===== src/hdl/limit_timer_pkg.sv =====
`default_nettype none
package limit_timer_pkg;
	// ****************************************
	// Register map (byte addresses, word aligned)
	// ****************************************
	localparam logic [4:0] OFS_LIMIT_COUNT = 5'h00; // Counter value
	localparam logic [4:0] OFS_LIMIT_PERIOD = 5'h04; // Period value
	localparam logic [4:0] OFS_CTRL_REG0 = 5'h08; // Postscale, on, prescale
	localparam logic [4:0] OFS_CTRL_REG1 = 5'h0c; // Reset source and edge enables
	localparam logic [4:0] OFS_IRQ_FLAGS = 5'h10; // Match flag, write one to clear
	localparam logic [4:0] OFS_IRQ_ENABLES = 5'h14; // Match interrupt enable

	// ****************************************
	// Reset values and field layout
	// ****************************************
	localparam logic [7:0] COUNT_RESET = 8'h00;
	localparam logic [7:0] PERIOD_RESET = 8'hff;
	localparam int CTRL0_POST_LSB = 3; // Bits 6:3
	localparam int CTRL0_ON_BIT = 2;
	localparam int CTRL0_DIV_LSB = 0; // Bits 1:0
	localparam int CTRL1_SRC_LSB = 2; // Bits 4:2
	localparam int CTRL1_FALL_BIT = 1;
	localparam int CTRL1_RISE_BIT = 0;
	localparam int IRQ_MATCH_BIT = 0;

	// ****************************************
	// Timing
	// ****************************************
	localparam int OSC_PER_INSTR = 4; // Instruction clock is a quarter of the reference
	localparam logic [1:0] INSTR_LAST = 2'h3; // Last phase of the instruction divider
	localparam logic [3:0] PRE_LAST_DIV4 = 4'h3;
	localparam logic [3:0] PRE_LAST_DIV16 = 4'hf;

	// ****************************************
	// Encodings
	// ****************************************
	localparam logic [1:0] DIV_SEL_1 = 2'h0;
	localparam logic [1:0] DIV_SEL_4 = 2'h1;
	localparam logic [2:0] SRC_CAPCMP = 3'h0;
	localparam logic [2:0] SRC_CMP1 = 3'h1;
	localparam logic [2:0] SRC_CMP2 = 3'h2;
	localparam logic [2:0] SRC_GEN_FAULT = 3'h3;
	localparam logic [2:0] SRC_GEN_OUT0 = 3'h4;
	localparam logic [2:0] SRC_GEN_OUT1 = 3'h5;

	// First control register contents
	typedef struct packed {
		logic [3:0] postscale_sel;
		logic timer_on;
		logic [1:0] clk_div_sel;
	} ctrl_reg0_s;

	// Second control register contents
	typedef struct packed {
		logic [2:0] reset_source_sel;
		logic fall_reset_en;
		logic rise_reset_en;
	} ctrl_reg1_s;

	// Peripheral reset inputs
	typedef struct packed {
		logic gen_out1;
		logic gen_out0;
		logic gen_fault;
		logic comparator2_out;
		logic comparator1_out;
		logic capture_compare;
	} reset_src_s;
endpackage
`default_nettype wire


===== src/hdl/hardware_limit_timer.sv =====
// Function
// - Count from instruction clock, quarter reference rate
// - Prescaler offers direct, divide four, sixteen
// - Assert limit match while count equals period; code asserts it only while also running
// - Match clears counter, advances postscaler once
// - Pulse to pulse takes (period+1)*4 cycles undivided
// - Counter and period registers fully read/write
// - Reset clears counter, period becomes all ones
// - Count write, first control register write, reset clear scalers
// - Control write leaves counter value unchanged
// - Postscaler overflow sets match interrupt flag
// - Interrupt forwarded only when enable set
// - Sixteen postscale ratios, one to sixteen
// - Three-bit select picks external reset source
// - Enabled edge clears counter on timer tick
// - Rise and fall clear enables independent
// - External clear gives no match, no postscale
// - Unscaled match goes only to output generator
// - Sleep stops timer, counter keeps value
// - Source map: ccp, cmp1, cmp2, flt, outs, zero
// - Divide select: 00 one, 01 four, 1x sixteen
// - Postscale value n flags every n+1 matches
// - Timer counts only while on bit set
//
// The implementer's own choices: the register addresses and the Avalon-MM interface to the registers.
`timescale 1ns/1ps
`default_nettype none
module hardware_limit_timer
	import limit_timer_pkg::*;
(
	// Clock and reset
	input wire logic i_ref_clk,
	input wire logic i_resetn,
	// Processor state
	input wire logic i_sleep,
	// Peripheral reset sources, asynchronous to this clock
	input wire reset_src_s i_reset_src,
	// Avalon-MM slave
	input wire logic [4:0] i_avs_address,
	input wire logic i_avs_read,
	input wire logic i_avs_write,
	input wire logic [31:0] i_avs_writedata,
	output logic [31:0] o_avs_readdata,
	output logic o_avs_waitrequest,
	// Limit output to the complementary output generator
	output logic o_limit_match,
	// Match interrupt request to the processor
	output logic o_match_irq
);

	// ****************************************
	// Register bus slave
	// ****************************************
	logic wait_q; // Holds off every request for one cycle
	logic [31:0] rdata_q; // Read data captured with the answer
	logic wr_acc; // Write takes effect this edge
	logic wr_count; // Write to counter register
	logic wr_period; // Write to period register
	logic wr_ctrl0; // Write to first control register
	logic wr_ctrl1; // Write to second control register
	logic wr_flags; // Write to flag register
	logic wr_enables; // Write to enable register
	logic [31:0] rd_mux; // Selected read value

	logic [7:0] count_q; // limit_count
	logic [7:0] period_q; // limit_period
	ctrl_reg0_s ctrl0_q;
	ctrl_reg1_s ctrl1_q;
	logic match_irq_flag_q;
	logic match_irq_en_q;
	logic [3:0] post_q; // Postscale counter

	assign wr_acc = i_avs_write && !wait_q;
	assign wr_count = wr_acc && (i_avs_address == OFS_LIMIT_COUNT);
	assign wr_period = wr_acc && (i_avs_address == OFS_LIMIT_PERIOD);
	assign wr_ctrl0 = wr_acc && (i_avs_address == OFS_CTRL_REG0);
	assign wr_ctrl1 = wr_acc && (i_avs_address == OFS_CTRL_REG1);
	assign wr_flags = wr_acc && (i_avs_address == OFS_IRQ_FLAGS);
	assign wr_enables = wr_acc && (i_avs_address == OFS_IRQ_ENABLES);

	// Read multiplexer; unmapped addresses read zero
	always_comb begin
		rd_mux = 32'h0000_0000;
		case (i_avs_address)
			OFS_LIMIT_COUNT: rd_mux[7:0] = count_q;
			OFS_LIMIT_PERIOD: rd_mux[7:0] = period_q;
			OFS_CTRL_REG0: rd_mux[6:0] = ctrl0_q;
			OFS_CTRL_REG1: rd_mux[4:0] = ctrl1_q;
			OFS_IRQ_FLAGS: rd_mux[IRQ_MATCH_BIT] = match_irq_flag_q;
			OFS_IRQ_ENABLES: rd_mux[IRQ_MATCH_BIT] = match_irq_en_q;
			default: rd_mux = 32'h0000_0000;
		endcase
	end

	// Answer every request one cycle after it appears
	always_ff @(posedge i_ref_clk or negedge i_resetn) begin
		if (!i_resetn) begin
			wait_q <= 1'b1;
		end else if ((i_avs_read || i_avs_write) && wait_q) begin
			wait_q <= 1'b0;
		end else begin
			wait_q <= 1'b1;
		end
	end

	// Read data is loaded together with the answer
	always_ff @(posedge i_ref_clk or negedge i_resetn) begin
		if (!i_resetn) begin
			rdata_q <= 32'h0000_0000;
		end else if (i_avs_read && wait_q) begin
			rdata_q <= rd_mux;
		end
	end

	assign o_avs_waitrequest = wait_q;
	assign o_avs_readdata = rdata_q;

	// ****************************************
	// Control registers
	// ****************************************
	// Period register: all ones after reset
	always_ff @(posedge i_ref_clk or negedge i_resetn) begin
		if (!i_resetn) begin
			period_q <= PERIOD_RESET;
		end else if (wr_period) begin
			period_q <= i_avs_writedata[7:0];
		end
	end

	// Control registers; the timer stays off after reset
	always_ff @(posedge i_ref_clk or negedge i_resetn) begin
		if (!i_resetn) begin
			ctrl0_q <= '0;
			ctrl1_q <= '0;
		end else begin
			if (wr_ctrl0) begin
				ctrl0_q <= i_avs_writedata[6:0];
			end
			if (wr_ctrl1) begin
				ctrl1_q <= i_avs_writedata[4:0];
			end
		end
	end

	// Interrupt enable
	always_ff @(posedge i_ref_clk or negedge i_resetn) begin
		if (!i_resetn) begin
			match_irq_en_q <= 1'b0;
		end else if (wr_enables) begin
			match_irq_en_q <= i_avs_writedata[IRQ_MATCH_BIT];
		end
	end

	// ****************************************
	// Clock enables
	// ****************************************
	logic [1:0] instr_q; // Reference divider for the instruction clock
	logic instr_tick; // One pulse per instruction cycle
	logic run; // Timer is on and the processor awake
	logic [3:0] pre_q; // Prescale counter
	logic tick; // Timer clock rising edge
	logic scaler_clr; // Clears prescaler and postscaler

	assign run = ctrl0_q.timer_on && !i_sleep;
	assign instr_tick = (instr_q == INSTR_LAST);
	assign scaler_clr = wr_count || wr_ctrl0;

	// Free running divide by four of the reference clock
	always_ff @(posedge i_ref_clk or negedge i_resetn) begin
		if (!i_resetn) begin
			instr_q <= 2'h0;
		end else begin
			instr_q <= instr_q + 2'h1;
		end
	end

	// Prescale counter advances each instruction cycle while running
	always_ff @(posedge i_ref_clk or negedge i_resetn) begin
		if (!i_resetn) begin
			pre_q <= 4'h0;
		end else if (scaler_clr) begin
			pre_q <= 4'h0;
		end else if (run && instr_tick) begin
			pre_q <= pre_q + 4'h1;
		end
	end

	// Timer tick selection from the prescale counter
	always_comb begin
		tick = 1'b0;
		if (run && instr_tick && !scaler_clr) begin
			if (ctrl0_q.clk_div_sel == DIV_SEL_1) begin
				tick = 1'b1;
			end else if (ctrl0_q.clk_div_sel == DIV_SEL_4) begin
				tick = (pre_q[1:0] == PRE_LAST_DIV4[1:0]);
			end else begin
				tick = (pre_q == PRE_LAST_DIV16);
			end
		end
	end

	// ****************************************
	// External reset source
	// ****************************************
	reset_src_s src_meta_q; // First synchroniser stage
	reset_src_s src_sync_q; // Second synchroniser stage
	logic src_sel; // Selected source level
	logic src_prev_q; // Level seen at the previous timer tick
	logic ext_clr; // Enabled edge seen at this tick

	// Comparators and other peripherals run off other timing, so synchronise
	always_ff @(posedge i_ref_clk or negedge i_resetn) begin
		if (!i_resetn) begin
			src_meta_q <= '0;
			src_sync_q <= '0;
		end else begin
			src_meta_q <= i_reset_src;
			src_sync_q <= src_meta_q;
		end
	end

	// Source selector; reserved positions read as zero
	always_comb begin
		case (ctrl1_q.reset_source_sel)
			SRC_CAPCMP: src_sel = src_sync_q.capture_compare;
			SRC_CMP1: src_sel = src_sync_q.comparator1_out;
			SRC_CMP2: src_sel = src_sync_q.comparator2_out;
			SRC_GEN_FAULT: src_sel = src_sync_q.gen_fault;
			SRC_GEN_OUT0: src_sel = src_sync_q.gen_out0;
			SRC_GEN_OUT1: src_sel = src_sync_q.gen_out1;
			default: src_sel = 1'b0;
		endcase
	end

	// Previous sample taken on timer ticks only
	always_ff @(posedge i_ref_clk or negedge i_resetn) begin
		if (!i_resetn) begin
			src_prev_q <= 1'b0;
		end else if (tick) begin
			src_prev_q <= src_sel;
		end
	end

	// A pulse shorter than one timer clock may be missed; the period must be long
	assign ext_clr = tick && ((ctrl1_q.rise_reset_en && src_sel && !src_prev_q) ||
		(ctrl1_q.fall_reset_en && !src_sel && src_prev_q));

	// ****************************************
	// Counter, match and postscaler
	// ****************************************
	logic match; // Count equals period
	logic match_adv; // Match consumed at this tick

	// Match and clear together set the period of period plus one ticks
	assign match = (count_q == period_q);
	assign match_adv = tick && match && !ext_clr;

	// Counter: the external clear takes priority over the match
	always_ff @(posedge i_ref_clk or negedge i_resetn) begin
		if (!i_resetn) begin
			count_q <= COUNT_RESET;
		end else if (wr_count) begin
			count_q <= i_avs_writedata[7:0];
		end else if (ext_clr) begin
			count_q <= COUNT_RESET;
		end else if (match_adv) begin
			count_q <= COUNT_RESET;
		end else if (tick) begin
			count_q <= count_q + 8'h01;
		end
	end

	// Postscaler counts consumed matches
	always_ff @(posedge i_ref_clk or negedge i_resetn) begin
		if (!i_resetn) begin
			post_q <= 4'h0;
		end else if (scaler_clr) begin
			post_q <= 4'h0;
		end else if (match_adv) begin
			if (post_q == ctrl0_q.postscale_sel) begin
				post_q <= 4'h0;
			end else begin
				post_q <= post_q + 4'h1;
			end
		end
	end

	// Sticky flag; a new overflow wins over a software clear
	always_ff @(posedge i_ref_clk or negedge i_resetn) begin
		if (!i_resetn) begin
			match_irq_flag_q <= 1'b0;
		end else if (match_adv && (post_q == ctrl0_q.postscale_sel)) begin
			match_irq_flag_q <= 1'b1;
		end else if (wr_flags && i_avs_writedata[IRQ_MATCH_BIT]) begin
			match_irq_flag_q <= 1'b0;
		end
	end

	// Outputs registered; limit is held while equal and running
	always_ff @(posedge i_ref_clk or negedge i_resetn) begin
		if (!i_resetn) begin
			o_limit_match <= 1'b0;
			o_match_irq <= 1'b0;
		end else begin
			o_limit_match <= match && run;
			o_match_irq <= match_irq_flag_q && match_irq_en_q;
		end
	end
endmodule // hardware_limit_timer
`default_nettype wire


===== config.mk =====
export PLATFORM = sky130hd
export DESIGN_NAME = hardware_limit_timer
export DESIGN_NICKNAME = d
export VERILOG_FILES = /design/src/hdl/limit_timer_pkg.sv /design/src/hdl/hardware_limit_timer.sv
export SDC_FILE = /design/constraint.sdc
export NUM_CORES = 1
export LEC_CHECK = 0
export BUFFER_PORTS_ARGS = -buffer_cell sky130_fd_sc_hd__buf_2
export CORE_UTILIZATION = 35
export CTS_CLUSTER_SIZE = 20
export DETAILED_ROUTE_END_ITERATION = 12
export GPL_TIMING_DRIVEN = 0
export HOLD_SLACK_MARGIN = 0.06
export PLACE_DENSITY = 0.6
export SLEW_MARGIN = 5
export SYNTH_ARGS = -nofsm -noshare
export SYNTH_HDL_FRONTEND = slang
export SYNTH_SLANG_ARGS = --single-unit

===== constraint.sdc =====
create_clock -name i_ref_clk -period 2.05 [get_ports i_ref_clk]
set_clock_uncertainty 0.05 [all_clocks]
set_input_delay 0.3075 -clock i_ref_clk [delete_from_list [all_inputs] [get_ports i_ref_clk]]
set_output_delay 0.3075 -clock i_ref_clk [all_outputs]
set_load 0.01 [all_outputs]

==> results.md <==
- Max-slew violation total from the final report: 0
- Initial antenna violation count: 0
- Critical Path RT: 2.23 ns
- Worst-Margin Slew: 0.814 ns
- Synth-to-layout area growth: 24.1%
- Clock Tree Buf Depth: 2
- I/O Buffers: 31
- Crit-path cells: mux4_2 > a22oi_4 > mux2i_1 > buf_4 > a2111oi_1 > a221o_1
- Area contributors post-synth: dfrtp_1 (42%), mux2_2 (8.2%), dfstp_2 (7.2%)
- Sequential standard cell area: 0.00161 mm²
- Nets: 407
- Num rows: 34
- Total grt overflow: 0
- Max IR drop VDD: 0.485 mV
- Final Cycle Share: 105%
- CP Capture Type: register
- R2r setup slk: -0.09 ns
- Post-Syn Area: 0.00329 mm²
- Hpwl dp: 5.02 mm
- PD cells: 810 mW/mm²
- Avg Cell Area, Syn: 11.9 µm²
- WHS: 0.0780 ns
- Hold EP: o_avs_waitrequest
- Share of cells above drive strength 1: 40.0%
- Clock root buffer: clkbuf_8
- CP max-delay cell: mux4_2
- Die height: 98.9 µm
- GRT Overall Usage: 16.1%
- Netlist cell types: 50
- Global-route wire length before repair: 11.9 mm
- Routability congestion estimate: 0.830
- Peak Freq: 466 MHz
- Peak fanout along the critical path: 9
- TritonCTS clock tree: yes
- Diode count: 0
- Total power: 3.30 mW
- Yosys reg bits: 64
- Die ar.: 0.00978 mm²
- Failing checks: negative setup slack
- Synth area leader: dfrtp_1
- Pleak: 1.91 nW
- Reg2Reg Capture Point: count_q[4]
- DR iter-0 viols: 119
- Fillers: 830
- Footprint of the multi-input gates: 0.00159 mm²
- CP arrival: 2.33 ns
- RR Startpoint: ctrl1_q[2]
- Drt wl/cell: 15.8 µm
- Core footprint: 0.00889 mm²
- Hold path startpoint: i_avs_write
- # setup viols final: 12
- Crit start category: register
- CP max stage delay: 0.55 ns
- H-tree levels: 3
- DR vias/cell: 5.03
- Finished Layout Cells: 468
- Die X: 98.9 µm
- Asr flop ratio synth: 100%
- Share of the synthesized area in the top cell type: 41.9%
- Most used DFF post-synth: dfrtp_1
- DRC violations left: 0
- Max_cap viols: 0
- Vias in the first global route: 2332
- Min Tclk post-route: 2.14 ns
- Largest net degree at the start of global routing: 65
- Final WL: 7.40 mm
- Detailed Routing Iterations Pass 1: 5
- Worst Slack Setup Final: -0.0940 ns
- Final Hold Vio Count: 0
- RSZ-0062 raised after global routing: yes
- Post-synthesis sequential area ratio: 49.1%
- Total CTS buffers: 9
- Reg2reg path depth: 6
- Post-Synthesis Cells: 276
- Slew headroom: 45.8%
- I/O pins: 83
- Clk pin slew, worst setup/hold paths: 0.08 ns
- Crit Path Class: register to register
- Worst Hold Depth: 2
- Clock Latency Late Sink: 0.35 ns
- Clk sinks: 64
- Via count: 2355
- Core Util, Final: 45.9%
- Worst path bufs/invs: 1
- Ys Warns: 0
- DRT antenna net count: 0
- Outcome: finished with violations
- Hold WC Path Type: primary input to register
- EDFF count, synth: 0
- Placed cell count: 438
- CP delay by family, top: multiplexers
- Initial Utilization: 37.0%
## placed cells by master, fill, tap and decap left out, drive strengths merged, types with 7 or more instances in the layout
cell,n
clkbuf,14
xor2,13
nand2,15
a221o,7
buf,66
mux2,24
dfstp,9
a22o,8
nand2b,8
dlygate4sd3,8
nor2,11
dfrtp,55
conb,24
## where the power goes
| group | switching [mW] | internal [mW] |
|---|---|---|
| Clock | 0.539 | 0.571 |
| Combinational | 0.309 | 0.314 |
| Sequential | 0.157 | 1.41 |
| Total | 1.00 | 2.30 |
## final cells by class
| type | count | share of cell area, % |
|---|---|---|
| Timing Repair Buffer | 46 | 7.12 |
| Inverter | 4 | 0.368 |
| Multi-Input combinational cell | 197 | 39.0 |
| Tap cell | 108 | 3.31 |
| Sequential cell | 64 | 39.6 |
| Clock inverter | 7 | 1.93 |
| Clock buffer | 9 | 3.04 |
| Buffer | 33 | 5.68 |
## what timing repair did
| item | CTS | global route |
|---|---|---|
| setup buffers | 6 | 1 |
| endpoints found under the hold margin | 61 | 1 |
| pin swaps | 3 | 5 |
| gates resized for setup | 14 | 3 |
| hold buffers | 7 | 1 |
| setup endpoints to repair | 20 | 29 |
## how the worst max path moves through the flow
stage | end | depth (start not counted) | from
floorplan | count_q[1] | 5 | ctrl1_q[2]
detailed placement | ctrl0_q[3] | 4 | i_avs_address[2]
global placement | ctrl0_q[0] | 6 | i_avs_address[1]
CTS | count_q[4] | 6 | ctrl1_q[2]
global route | count_q[0] | 6 | ctrl1_q[2]
finish | count_q[4] | 6 | ctrl1_q[2]
## metal layers
layer	track usage (%)	part of all wire, %	vias to the layer above
met5	0	0	-
met4	7.69	1.6	0
met3	3.48	4.5	11
met2	24.6	47	72
met1	21.7	47	1143
li1	-	-	1129
## metrics by stage
step	setup WS (ns)	TNS [ns]	cell area [µm²]
after floorplan	0.0258	0	3380
after detailed placement	-0.422	-7.96	3670
after global routing	-0.229	-2.21	4080
final	-0.0940	-0.693	4080
after CTS	-0.0940	-0.705	4050
after global placement	-0.442	-8.06	3670
## cells by family after synthesis
group                      Yosys count  share of synthesized area, %
and+or+nand+nor                     77                          13.6
DFF                                 64                          49.1
AOI/OAI and AO/OA                   42                          10.7
buffers and inverters               38                          7.43
muxes                               35                          13.5
xor gates and xnor gates            15                          4.00
adders and majority gates            4                          1.52
other                                1                         0.114
## synth_stat cells (2+ instances only)
library cell,instances
dfstp_2,9
nor2_4,2
o21ai_0,4
nand2b_1,8
dfrtp_1,55
a2111oi_0,3
a22o_1,8
xor2_1,13
a2111oi_2,2
nor3_1,6
nand2_1,14
nand3b_1,3
nor3b_1,2
xnor2_1,2
nand4_1,6
mux4_2,5
buf_1,2
or2_2,2
nor2_1,9
o41ai_1,2
buf_2,3
ha_1,4
buf_4,24
mux2i_1,6
mux2_2,24
and3_1,2
nor4_1,5
and2_1,2
a31oi_1,2
o31ai_1,3
nand3_1,5
inv_1,4
nor2b_1,4
clkbuf_1,4
a221o_1,7
a21oi_1,6
## registers in the layout, summed over array words and instances (netlist names), 2 cells and up
signal,cells
post_q,4
src_meta_q,6
ctrl0_q,7
pre_q,4
period_q,8
instr_q,2
o_avs_readdata,8
count_q,8
src_sync_q,6
ctrl1_q,5
Power figures use the tool's default switching activity.
